## src/design/mcsf_pkg.sv

```systemverilog
// package: constants and carriers for the machine check stack frame unit
package mcsf_pkg;
  // frame layout: longword index from the stack pointer
  localparam int MCSF_WORDS = 9;
  localparam logic [31:0] MCSF_BYTE_COUNT = 32'h0000_0018;
  localparam logic [31:0] MCSF_FRAME_BYTES = 32'h0000_0024;
  localparam logic [3:0] MCSF_IDX_COUNT = 4'h0;
  localparam logic [3:0] MCSF_IDX_CODE = 4'h1;
  localparam logic [3:0] MCSF_IDX_INTSTATE = 4'h2;
  localparam logic [3:0] MCSF_IDX_MICROCODE_SAVED_PC = 4'h3;
  localparam logic [3:0] MCSF_IDX_ADDRLATCH = 4'h4;
  localparam logic [3:0] MCSF_IDX_SHIFTLATCH = 4'h5;
  localparam logic [3:0] MCSF_IDX_OPWORD = 4'h6;
  localparam logic [3:0] MCSF_IDX_PC = 4'h7;
  localparam logic [3:0] MCSF_IDX_PSL = 4'h8;
  // field positions
  localparam int MCSF_TRAP_LSB = 29;
  localparam int MCSF_CODE_LSB = 16;
  localparam int MCSF_RIDX_LSB = 28;
  localparam int MCSF_MODE_LSB = 24;
  localparam int MCSF_OPC_LSB = 16;
  localparam int MCSF_RESTART_BIT = 7;
  localparam int MCSF_PSL_MODE_LSB = 24;
  // reason codes
  localparam logic [7:0] MCSF_CODE_MMSTAT = 8'h01;
  localparam logic [7:0] MCSF_CODE_INTID = 8'h02;
  localparam logic [7:0] MCSF_CODE_DISPATCH = 8'h03;
  localparam logic [7:0] MCSF_CODE_STRMOVE = 8'h04;
  localparam logic [7:0] MCSF_CODE_ASYNC = 8'h05;
  localparam logic [7:0] MCSF_CODE_SYNC = 8'h06;
  localparam logic [7:0] MCSF_HALT_DOUBLE = 8'h12;
  // register map of this unit, byte addresses
  localparam logic [7:0] MCSF_ADR_ACK = 8'h00;
  localparam logic [7:0] MCSF_ADR_STATUS = 8'h04;
  localparam logic [7:0] MCSF_ADR_SP = 8'h08;
  localparam logic [7:0] MCSF_ADR_LASTCODE = 8'h0C;
  localparam logic [31:0] MCSF_SP_RESET = 32'h0000_1000;
  // machine check sources, one bit each, code = index + 1
  localparam int MCSF_NSRC = 6;
  // captured processor state at the fault
  typedef struct packed {
    logic [2:0] trap_level;
    logic [7:0] proc_number;
    logic [31:0] int_state;
    logic [31:0] saved_pc;
    logic [31:0] addr_latch;
    logic [31:0] shift_latch;
    logic [3:0] reg_index;
    logic [7:0] opcode;
    logic clean;
    logic [31:0] pc;
    logic [31:0] processor_status_longword;
  } mcsf_state_s;
  // one stack write
  typedef struct packed {
    logic valid;
    logic [31:0] addr;
    logic [31:0] data;
  } mcsf_wr_s;
  typedef enum logic [1:0] {
    MCSF_IDLE = 2'b00,
    MCSF_ABORT = 2'b01,
    MCSF_PUSH = 2'b10,
    MCSF_DONE = 2'b11
  } mcsf_state_e;
endpackage

```

## src/design/mcsf_unit.sv

```systemverilog
// machine check unit: abort, frame push, acknowledge and double check halt
//
// Summary of operation
// [RQ1] count word holds frame bytes minus three longwords
// [RQ2] handler finds PC and PROCESSOR_STATUS_LONGWORD via count
// [RQ3] trap level goes to word 1 top
// [RQ4] reason code in word 1 bits 23:16
// [RQ5] processor number in word 1 low byte
// [RQ6] interrupt state word at offset 8
// [RQ7] microcode saved PC at offset 12
// [RQ8] address latch at offset 16
// [RQ9] shifter latch at offset 20
// [RQ10] register index in word 6 top
// [RQ11] current mode copied to bits 25:24
// [RQ12] low opcode byte in bits 23:16
// [RQ13] restart bit set only when state untouched
// [RQ14] fault PC at offset 28
// [RQ15] fault status longword at offset 32
// [RQ16] ack write of zero clears in-progress
// [RQ17] undefined frame bits carry zero here
// [RQ18] abort instruction, unwind, then push frame
// [RQ19] internal or hardware errors raise checks
// [RQ20] reason codes 01 to 06 in order
// [RQ21] nested check halts with code 12
// [RQ22] frame written as consecutive longwords
//
// The placing of the registers and the Wishbone slave port were left to the implementer.
`timescale 1ns/10ps
`default_nettype none
module mcsf_unit
  import mcsf_pkg::*;
(
  input wire logic CLOCK, // core clock, 10 MHz
  input wire logic SRST, // synchronous reset, high
  input wire logic [MCSF_NSRC-1:0] ERR_EVENT, // check sources, one-cycle pulses
  input wire mcsf_state_s CORE_STATE, // processor state at the fault
  input wire logic STACK_READY, // stack write accepted this cycle
  input wire logic UNWIND_DONE, // core finished unwinding
  input wire logic [7:0] WB_ADR_I, // wishbone address
  input wire logic [31:0] WB_DAT_I, // wishbone write data
  input wire logic [3:0] WB_SEL_I, // wishbone byte selects
  input wire logic WB_WE_I, // wishbone write enable
  input wire logic WB_CYC_I, // wishbone cycle
  input wire logic WB_STB_I, // wishbone strobe
  output logic [31:0] WB_DAT_O, // wishbone read data
  output logic WB_ACK_O, // wishbone acknowledge
  output logic ABORT_REQ, // abort and unwind current instruction
  output mcsf_wr_s STACK_WR, // frame longword write
  output logic [31:0] NEW_SP, // stack pointer after the push
  output logic FRAME_DONE, // frame pushed, enter handler, pulse
  output logic MCHECK_BUSY, // machine check in progress flag
  output logic HALT_REQ, // console halt request, pulse
  output logic [7:0] HALT_CODE // halt code with the request
);
  mcsf_state_e state; // sequencer state
  mcsf_state_s snap; // captured state
  logic [7:0] code; // latched reason code
  logic [3:0] idx; // longword being pushed
  logic [31:0] sp; // stack pointer register
  logic [31:0] base; // frame base
  logic [31:0] word; // current frame longword
  logic [7:0] next_code; // encoded reason
  logic any_err; // some source fired
  logic wb_hit; // bus request this cycle
  logic ack_wr; // acknowledge register write of zero

  // lowest numbered source wins when several fire at once
  // [RQ20] ordered reason codes
  always_comb begin
    next_code = 8'h00;
    for (int i = MCSF_NSRC - 1; i >= 0; i--) begin
      if (ERR_EVENT[i]) begin
        next_code = 8'(i + 1);
      end
    end
  end
  assign any_err = |ERR_EVENT;

  assign wb_hit = WB_CYC_I && WB_STB_I && !WB_ACK_O;
  // [RQ16] acknowledge needs a written zero
  assign ack_wr = wb_hit && WB_WE_I && (WB_ADR_I == MCSF_ADR_ACK) && (WB_DAT_I == 32'h0000_0000);

  // frame word mux; unlisted bits held zero
  // [RQ17] undefined bits zeroed
  always_comb begin
    word = 32'h0000_0000;
    case (idx)
      // [RQ1] byte count word
      MCSF_IDX_COUNT: word = MCSF_BYTE_COUNT;
      MCSF_IDX_CODE: begin
        // [RQ3] trap level field
        word[MCSF_TRAP_LSB +: 3] = snap.trap_level;
        // [RQ4] reason code field
        word[MCSF_CODE_LSB +: 8] = code;
        // [RQ5] processor number field
        word[7:0] = snap.proc_number;
      end
      // [RQ6] interrupt state word
      MCSF_IDX_INTSTATE: word = snap.int_state;
      // [RQ7] saved pc word
      MCSF_IDX_MICROCODE_SAVED_PC: word = snap.saved_pc;
      // [RQ8] address latch word
      MCSF_IDX_ADDRLATCH: word = snap.addr_latch;
      // [RQ9] shifter latch word
      MCSF_IDX_SHIFTLATCH: word = snap.shift_latch;
      MCSF_IDX_OPWORD: begin
        // [RQ10] register index field
        word[MCSF_RIDX_LSB +: 4] = snap.reg_index;
        // [RQ11] current mode field
        word[MCSF_MODE_LSB +: 2] = snap.processor_status_longword[MCSF_PSL_MODE_LSB +: 2];
        // [RQ12] opcode low byte, no prefix
        word[MCSF_OPC_LSB +: 8] = snap.opcode;
        // [RQ13] restart clean bit
        word[MCSF_RESTART_BIT] = snap.clean;
      end
      // [RQ14] fault pc word
      MCSF_IDX_PC: word = snap.pc;
      // [RQ15] fault status word
      MCSF_IDX_PSL: word = snap.processor_status_longword;
      default: word = 32'h0000_0000;
    endcase
  end

  // main sequencer: abort, unwind, push, done
  // [RQ18] abort then push
  always_ff @(posedge CLOCK) begin
    if (SRST) begin
      state <= MCSF_IDLE;
      snap <= '0;
      code <= 8'h00;
      idx <= 4'h0;
      base <= 32'h0000_0000;
    end else begin
      case (state)
        MCSF_IDLE: begin
          // [RQ19] any error raises a check when none is in progress
          if (any_err && !MCHECK_BUSY) begin
            state <= MCSF_ABORT;
            snap <= CORE_STATE;
            code <= next_code;
            idx <= MCSF_IDX_COUNT;
            base <= sp - MCSF_FRAME_BYTES;
          end
        end
        MCSF_ABORT: begin
          // wait until the core has unwound to a fault
          if (UNWIND_DONE) begin
            state <= MCSF_PUSH;
          end
        end
        MCSF_PUSH: begin
          // [RQ22] consecutive longwords
          if (STACK_WR.valid && STACK_READY) begin
            if (idx == MCSF_IDX_PSL) begin
              state <= MCSF_DONE;
            end else begin
              idx <= idx + 4'h1;
            end
          end
        end
        MCSF_DONE: state <= MCSF_IDLE;
        default: state <= MCSF_IDLE;
      endcase
    end
  end

  // stack write port, registered
  always_ff @(posedge CLOCK) begin
    if (SRST) begin
      STACK_WR <= '0;
    end else if (state == MCSF_PUSH && !(STACK_WR.valid && STACK_READY && idx == MCSF_IDX_PSL)) begin
      STACK_WR.valid <= 1'b1;
      // advance one word on each accepted write
      if (STACK_WR.valid && STACK_READY) begin
        STACK_WR.addr <= base + {26'h0, idx + 4'h1, 2'b00};
        STACK_WR.data <= word_next(idx + 4'h1);
      end else begin
        STACK_WR.addr <= base + {26'h0, idx, 2'b00};
        STACK_WR.data <= word;
      end
    end else begin
      STACK_WR <= '0;
    end
  end

  // word for the following index, same layout as the mux
  function automatic logic [31:0] word_next(input logic [3:0] i);
    logic [31:0] w;
    w = 32'h0000_0000;
    case (i)
      MCSF_IDX_CODE: begin
        w[MCSF_TRAP_LSB +: 3] = snap.trap_level;
        w[MCSF_CODE_LSB +: 8] = code;
        w[7:0] = snap.proc_number;
      end
      MCSF_IDX_INTSTATE: w = snap.int_state;
      MCSF_IDX_MICROCODE_SAVED_PC: w = snap.saved_pc;
      MCSF_IDX_ADDRLATCH: w = snap.addr_latch;
      MCSF_IDX_SHIFTLATCH: w = snap.shift_latch;
      MCSF_IDX_OPWORD: begin
        w[MCSF_RIDX_LSB +: 4] = snap.reg_index;
        w[MCSF_MODE_LSB +: 2] = snap.processor_status_longword[MCSF_PSL_MODE_LSB +: 2];
        w[MCSF_OPC_LSB +: 8] = snap.opcode;
        w[MCSF_RESTART_BIT] = snap.clean;
      end
      MCSF_IDX_PC: w = snap.pc;
      MCSF_IDX_PSL: w = snap.processor_status_longword;
      default: w = MCSF_BYTE_COUNT;
    endcase
    return w;
  endfunction

  // done pulse and new stack pointer
  always_ff @(posedge CLOCK) begin
    if (SRST) begin
      FRAME_DONE <= 1'b0;
      NEW_SP <= MCSF_SP_RESET;
    end else begin
      FRAME_DONE <= (state == MCSF_PUSH) && STACK_WR.valid && STACK_READY && (idx == MCSF_IDX_PSL);
      if (state == MCSF_ABORT) begin
        NEW_SP <= base;
      end
    end
  end

  // in-progress flag; a new check wins over an ack in the same cycle
  always_ff @(posedge CLOCK) begin
    if (SRST) begin
      MCHECK_BUSY <= 1'b0;
    end else if (state == MCSF_IDLE && any_err && !MCHECK_BUSY) begin
      MCHECK_BUSY <= 1'b1;
    // [RQ16] clear on acknowledge
    end else if (ack_wr) begin
      MCHECK_BUSY <= 1'b0;
    end
  end

  // nested check: no frame, console halt instead
  // [RQ21] double check halt
  always_ff @(posedge CLOCK) begin
    if (SRST) begin
      HALT_REQ <= 1'b0;
      HALT_CODE <= 8'h00;
    end else begin
      HALT_REQ <= any_err && MCHECK_BUSY;
      if (any_err && MCHECK_BUSY) begin
        HALT_CODE <= MCSF_HALT_DOUBLE;
      end
    end
  end

  // abort held from capture until unwinding finishes
  always_ff @(posedge CLOCK) begin
    if (SRST) begin
      ABORT_REQ <= 1'b0;
    end else begin
      ABORT_REQ <= (state == MCSF_IDLE && any_err && !MCHECK_BUSY) ||
                   (state == MCSF_ABORT && !UNWIND_DONE);
    end
  end

  // stack pointer register, software writable so the frame lands in known memory
  always_ff @(posedge CLOCK) begin
    if (SRST) begin
      sp <= MCSF_SP_RESET;
    end else if (wb_hit && WB_WE_I && WB_ADR_I == MCSF_ADR_SP) begin
      sp <= WB_DAT_I;
    end else if (state == MCSF_DONE) begin
      sp <= base;
    end
  end

  // wishbone slave: one wait-free answer, ack one cycle after strobe
  always_ff @(posedge CLOCK) begin
    if (SRST) begin
      WB_ACK_O <= 1'b0;
      WB_DAT_O <= 32'h0000_0000;
    end else begin
      WB_ACK_O <= wb_hit;
      WB_DAT_O <= 32'h0000_0000;
      if (wb_hit && !WB_WE_I) begin
        if (WB_ADR_I == MCSF_ADR_STATUS) begin
          WB_DAT_O <= {28'h0, 2'(state), HALT_REQ, MCHECK_BUSY};
        end else if (WB_ADR_I == MCSF_ADR_SP) begin
          WB_DAT_O <= sp;
        end else if (WB_ADR_I == MCSF_ADR_LASTCODE) begin
          WB_DAT_O <= {24'h0, code};
        end else begin
          WB_DAT_O <= 32'h0000_0000;
        end
      end
    end
  end

  // checks
  a_busy_set: assert property (@(posedge CLOCK) disable iff (SRST)
    (state == MCSF_IDLE && any_err && !MCHECK_BUSY) |=> MCHECK_BUSY) // [RQ16]
    else $error("busy flag not set on check");
  a_ack_clear: assert property (@(posedge CLOCK) disable iff (SRST)
    (ack_wr && !any_err) |=> !MCHECK_BUSY) // [RQ16]
    else $error("ack did not clear busy");
  a_nested_halt: assert property (@(posedge CLOCK) disable iff (SRST)
    (any_err && MCHECK_BUSY) |=> HALT_REQ && HALT_CODE == MCSF_HALT_DOUBLE) // [RQ21]
    else $error("nested check did not halt");
  a_count_word: assert property (@(posedge CLOCK) disable iff (SRST)
    (STACK_WR.valid && STACK_WR.addr == base) |-> STACK_WR.data == MCSF_BYTE_COUNT) // [RQ1]
    else $error("bad count word");
  a_psl_word: assert property (@(posedge CLOCK) disable iff (SRST)
    (STACK_WR.valid && STACK_WR.addr == base + 32'h20) |-> STACK_WR.data == snap.processor_status_longword) // [RQ15]
    else $error("bad status word");
  a_pc_word: assert property (@(posedge CLOCK) disable iff (SRST)
    (STACK_WR.valid && STACK_WR.addr == base + 32'h1C) |-> STACK_WR.data == snap.pc) // [RQ14]
    else $error("bad pc word");
  a_code_word: assert property (@(posedge CLOCK) disable iff (SRST)
    (STACK_WR.valid && STACK_WR.addr == base + 32'h4) |-> STACK_WR.data[23:16] == code) // [RQ4]
    else $error("bad reason code");
  a_no_push_abort: assert property (@(posedge CLOCK) disable iff (SRST)
    (state == MCSF_ABORT) |-> !STACK_WR.valid) // [RQ18]
    else $error("push before unwind");
  a_bus_ack: assert property (@(posedge CLOCK) disable iff (SRST)
    (WB_CYC_I && WB_STB_I && !WB_ACK_O) |=> WB_ACK_O ##1 !WB_ACK_O) // [RQ16]
    else $error("bus ack timing");

  // field checks on the pushed words, against the captured snapshot
  // [RQ3] trap level field
  a_trap_field: assert property (@(posedge CLOCK) disable iff (SRST)
    (STACK_WR.valid && STACK_WR.addr == base + 32'h4) |-> STACK_WR.data[31:29] == snap.trap_level) // [RQ3]
    else $error("bad trap level field");
  // [RQ5] processor number field
  a_cpu_field: assert property (@(posedge CLOCK) disable iff (SRST)
    (STACK_WR.valid && STACK_WR.addr == base + 32'h4) |-> STACK_WR.data[7:0] == snap.proc_number) // [RQ5]
    else $error("bad processor number field");
  // [RQ11] current mode field
  a_mode_field: assert property (@(posedge CLOCK) disable iff (SRST)
    (STACK_WR.valid && STACK_WR.addr == base + 32'h18) |-> STACK_WR.data[25:24] == snap.processor_status_longword[25:24]) // [RQ11]
    else $error("bad mode field");
  // [RQ12] opcode low byte
  a_opcode_field: assert property (@(posedge CLOCK) disable iff (SRST)
    (STACK_WR.valid && STACK_WR.addr == base + 32'h18) |-> STACK_WR.data[23:16] == snap.opcode) // [RQ12]
    else $error("bad opcode field");
  // [RQ13] restart clean bit
  a_restart_bit: assert property (@(posedge CLOCK) disable iff (SRST)
    (STACK_WR.valid && STACK_WR.addr == base + 32'h18) |-> STACK_WR.data[7] == snap.clean) // [RQ13]
    else $error("bad restart bit");
  // [RQ6] interrupt state word
  a_intstate_word: assert property (@(posedge CLOCK) disable iff (SRST)
    (STACK_WR.valid && STACK_WR.addr == base + 32'h8) |-> STACK_WR.data == snap.int_state) // [RQ6]
    else $error("bad interrupt state word");
  // [RQ22] write held until the stack takes it
  a_wr_held: assert property (@(posedge CLOCK) disable iff (SRST)
    (STACK_WR.valid && !STACK_READY) |=> STACK_WR.valid && $stable(STACK_WR.addr) &&
    $stable(STACK_WR.data)) // [RQ22]
    else $error("stack write dropped before accept");
  // [RQ18] abort stands while unwinding
  a_abort_hold: assert property (@(posedge CLOCK) disable iff (SRST)
    (state == MCSF_ABORT && !UNWIND_DONE) |=> ABORT_REQ) // [RQ18]
    else $error("abort request dropped early");
  // [RQ21] nested check starts no frame
  a_nested_noframe: assert property (@(posedge CLOCK) disable iff (SRST)
    (any_err && MCHECK_BUSY && state == MCSF_IDLE) |=> state == MCSF_IDLE) // [RQ21]
    else $error("nested check started a frame");
  // [RQ22] done is a single pulse
  a_done_pulse: assert property (@(posedge CLOCK) disable iff (SRST)
    FRAME_DONE |=> !FRAME_DONE) // [RQ22]
    else $error("frame done longer than one cycle");
  // [RQ22] new stack pointer is the frame base
  a_new_sp: assert property (@(posedge CLOCK) disable iff (SRST)
    FRAME_DONE |-> NEW_SP == base) // [RQ22]
    else $error("new stack pointer not frame base");
  c_frame: cover property (@(posedge CLOCK) FRAME_DONE);
  c_slow_push: cover property (@(posedge CLOCK) STACK_WR.valid && !STACK_READY ##1 !STACK_READY);
  c_nested: cover property (@(posedge CLOCK) HALT_REQ);
  c_ack: cover property (@(posedge CLOCK) ack_wr && MCHECK_BUSY);
endmodule
`default_nettype wire

```

## config.mk

```make
export PLATFORM = sky130hd
export DESIGN_NAME = mcsf_unit
export DESIGN_NICKNAME = d
export VERILOG_FILES = /design/src/design/mcsf_pkg.sv /design/src/design/mcsf_unit.sv
export SDC_FILE = /design/constraint.sdc
export NUM_CORES = 1
export LEC_CHECK = 0
export ABC_CLOCK_PERIOD_IN_PS = 5200
export BUFFER_PORTS_ARGS = -buffer_cell sky130_fd_sc_hd__clkbuf_2
export CAP_MARGIN = 10
export CORE_MARGIN = 10
export CORE_UTILIZATION = 50
export CTS_CLUSTER_SIZE = 12
export DETAILED_ROUTE_END_ITERATION = 7
export HOLD_SLACK_MARGIN = 0.03
export PLACE_DENSITY = 0.83
export SYNTH_ARGS = -nofsm -noshare
export SYNTH_HDL_FRONTEND = slang
export SYNTH_SLANG_ARGS = --single-unit
export TNS_END_PERCENT = 30
```

## constraint.sdc

```tcl
create_clock -name CLOCK -period 5.2 [get_ports CLOCK]
set_input_delay 0.52 -clock CLOCK [delete_from_list [all_inputs] [get_ports CLOCK]]
set_output_delay 0.52 -clock CLOCK [all_outputs]
set_load 0.1 [all_outputs]
```

==> reports/qor.yml <==
setup_path:
  crit_path_max_fanout: 16
  r2r_cells: 7
  critical-path-max-stage-delay_ns: 0.76
  critPathKind: "reg2reg"
  arrival_ns: 4.03
  regToRegStartpoint: "idx[2]$_SDFFE_PP0P_"
  ff2ff_setup_slack_ns: 1.67
  cp-start-kind: "flip-flop"
  crit_slowest_cell: "and3_1"
  crit_chain: "buf_4 -> and4_1 -> and3_1 -> a21o_1 -> a22oi_1 -> nand4_1 -> a22o_1"
  end_kind: "flip-flop"
  rr_endpoint: "STACK_WR[16]$_SDFF_PP0_"
  critPathRequiredTime_ns: 5.70
floorplanning:
  rows: 71
  dieArea_sq_um: 46700
  die_h_um: 216
  die_x_um: 216
  coreArea_sq_um: 37800
  initial_utilization_pct: 50.8
  pin_count: 415
clock_tree:
  insertion_delay_ns: 0.59
  path_clk_slew_ns: 0.06
  numCtsBuffers: 44
  ctsResizeCount: 0
  htreeDepth: 2
  cts_sinks: 424
  post-cts-setup-buffer-count: 0
  postCtsHoldBufs: 0
  root_buffer: "clkbuf_16"
  cts.path.max_buffers: 3
  cts_tree: "yes"
place:
  hpwl_um: 53900
  dpl_cell_area_sq_um: 21500
  io_buffers: 404
  routabilityCongestion: 0.981
sta:
  relSlewSlack_pct: 24.3
  finalCritPeriodShare_pct: 67.9
  drv_slew: 0
  max_freq_mhz: 283
  setup_viol: 0
  fin_worst_skew_ns: 0.0263
  worstMarginPinSlew_ns: 1.14
  finalHoldViolations: 0
  rsz0062_at_grt: "false"
  period_needed_ns: 3.53
  hold_ws_ns: 0.150
  fin_setup_tns_ns: 0
power_and_ir_drop:
  power_w: 0.0112
  ir_worst_vdd_mv: 0.374
  seqPwrFrac_pct: 42.1
  power.clock.fraction_pct: 26.1
  combPwrFrac_pct: 31.7
  power_per_cell_area_nw_per_um2: 490
  leakage_nw: 9.15
  power.switching_w: 0.00460
  switching_share_pct: 41.2
  internal_power_w: 0.00655
grt:
  antenna_found_initial: 4
  grt_max_degree: 195
  grt_pass1_vias: 19400
  track_usage_pct: 30.8
  grt_first_pass_wirelength_um: 115000
  overflow: 0
detailed_routing:
  drtIter0Drc: 3142
  via_per_inst: 6.29
  dr.pass1.iters: 8
  vias: 20100
  ant_nets: 0
  wl_per_cell_um: 24.0
  drc: 16
  wirelength_um: 76600
final_layout:
  most-common-layout-cells: "510 x nand2_1, 424 x dfxtp_1, 404 x clkbuf_2"
  final_area_sq_um: 22800
  fin_util_pct: 60.2
  nets: 2943
  final_common_cell: "nand2_1"
  areaGrowthSynthToFinish_pct: 18.4
  drive_above_1_share_pct: 20.5
synthesis:
  synth_area_leaders: "dfxtp_1 44%, nand2_1 9.9%, a21oi_1 7.2%"
  synth_top_area_share_pct: 44.1
  avgSynthCellArea_sq_um: 8.16
  yosysUniqueCellTypes: 78
  ys_seq_elements: 424
  syn_area_sq_um: 19200
  synth_seq_area_share_pct: 44.1
  synth-async-reset-ratio_pct: 0
  synthCells: 2357
  yosysWarnings: 0
  ys.flop_type: "dfxtp_1"
  yosys.area.top_type: "dfxtp_1"
  synth-edff-count: 0
run_status:
  violations: "design-rule violations"
  run_status: "finished with violations"
min_path:
  hold_depth: 3
  min-delay-path-class: "in2reg"
  hold_start: "CORE_STATE[37]"
  hold_end: "snap[37]$_SDFFE_PP0P_"
run:
  drv_cap: 0
==> power by group through the flow <==
stage | Clock [W] | Combinational [W] | Sequential [W]
after floorplan | 0 | 0.00232 | 0.00481
after global placement | 0 | 0.00340 | 0.00468
after detailed placement | 0 | 0.00349 | 0.00472
after CTS | 0.00293 | 0.00351 | 0.00465
after global routing | 0.00306 | 0.00385 | 0.00475
final | 0.00291 | 0.00354 | 0.00470
==> cell usage after synthesis, types with 4 or more instances <==
cell         n
a222oi_1    40
a221o_1      6
nand2_1    510
and2_1      42
a21oi_1    277
mux2i_1     65
xnor2_1     29
and4_1       5
buf_1       14
clkbuf_1   146
a22oi_1    103
a31oi_1     21
a31o_2      11
o21ai_0     31
o21a_1       5
nor3_1      43
nor4_1      22
nor2_1     155
nand2b_1     6
ha_1        15
a211oi_1    49
or3_1        8
o22ai_1      8
nand4_1     24
nor2b_1      9
nand3_1     37
o2bb2ai_1    4
a32o_1       5
a32oi_1      5
a221oi_1    24
xor2_1      20
inv_1       20
a22o_1      28
buf_2       29
a21o_1      18
buf_4        7
dfxtp_1    424
and3_1      22
mux2_2       6
==> registers in the layout, indices dropped and copies added (netlist names), 2 cells and up <==
| name | flops |
|---|---|
| NEW_SP | 32 |
| snap | 216 |
| WB_DAT_O | 32 |
| idx | 4 |
| state | 2 |
| STACK_WR | 65 |
| sp | 32 |
| code | 3 |
| base | 32 |
==> layout make-up <==
type / count / area, sq um
Clock buffer: 59 / 1200
Tap cell: 511 / 639
Multi-Input combinational cell: 1714 / 9860
Antenna cell: 4 / 10.0
Clock inverter: 10 / 85.1
Sequential cell: 424 / 8490
Timing Repair Buffer: 448 / 2410
Fill cell: 3334 / 15100
Inverter: 22 / 82.6
==> worst max-delay path by stage <==
| stage | cells past startpoint | slack, ns | from | endpoint |
|---|---|---|---|---|
| after global placement | 10 | 1.64 | STACK_READY | STACK_WR[61]$_SDFF_PP0_ |
| after floorplan | 12 | 1.81 | STACK_WR[64]$_SDFF_PP0_ | STACK_WR[42]$_SDFF_PP0_ |
| after global routing | 8 | 1.55 | idx[3]$_SDFFE_PP0P_ | STACK_WR[61]$_SDFF_PP0_ |
| after detailed placement | 10 | 1.58 | STACK_READY | STACK_WR[63]$_SDFF_PP0_ |
| after CTS | 9 | 1.85 | STACK_WR[64]$_SDFF_PP0_ | STACK_WR[63]$_SDFF_PP0_ |
| final | 7 | 1.67 | idx[2]$_SDFFE_PP0P_ | STACK_WR[16]$_SDFF_PP0_ |
==> layer usage <==
layer	vias to the layer above	global-route usage [%]	wire, um
met1	9397	37.3	28700
met4	2	15.5	3670
met2	1409	50.1	35600
li1	9000	-	-
met3	283	7.58	8580
met5	-	0	9
==> critical path, delay by kind of cell (launching register included) <==
family                 cells  cell delay, ns
DFF                        1            0.63
buffers and inverters      1            0.31
and+or+nand+nor            3            1.42
AOI/OAI and AO/OA          3            1.07
==> through the flow <==
step / setup WS (ns) / cells
3_5_place_dp: 1.58 / 3118
2_1_floorplan: 1.81 / 2362
4_1_cts: 1.85 / 3187
5_1_grt: 1.55 / 3192
3_3_place_gp: 1.64 / 3118
6_report: 1.67 / 3192
==> cells by family (layout without fill, tap and decap cells) <==
logic type,count (synthesis),count (layout),synth area share (%)
buffers and inverters,224,539,4.96
muxes,71,71,3.73
xor gates and xnor gates,49,49,2.23
AOI/OAI and AO/OA,662,662,23.0
and+or+nand+nor,910,910,20.9
adders and majority gates,16,16,1.08
DFF,424,424,44.1
other,1,10,0.0195
Power figures use the tool's default switching activity.
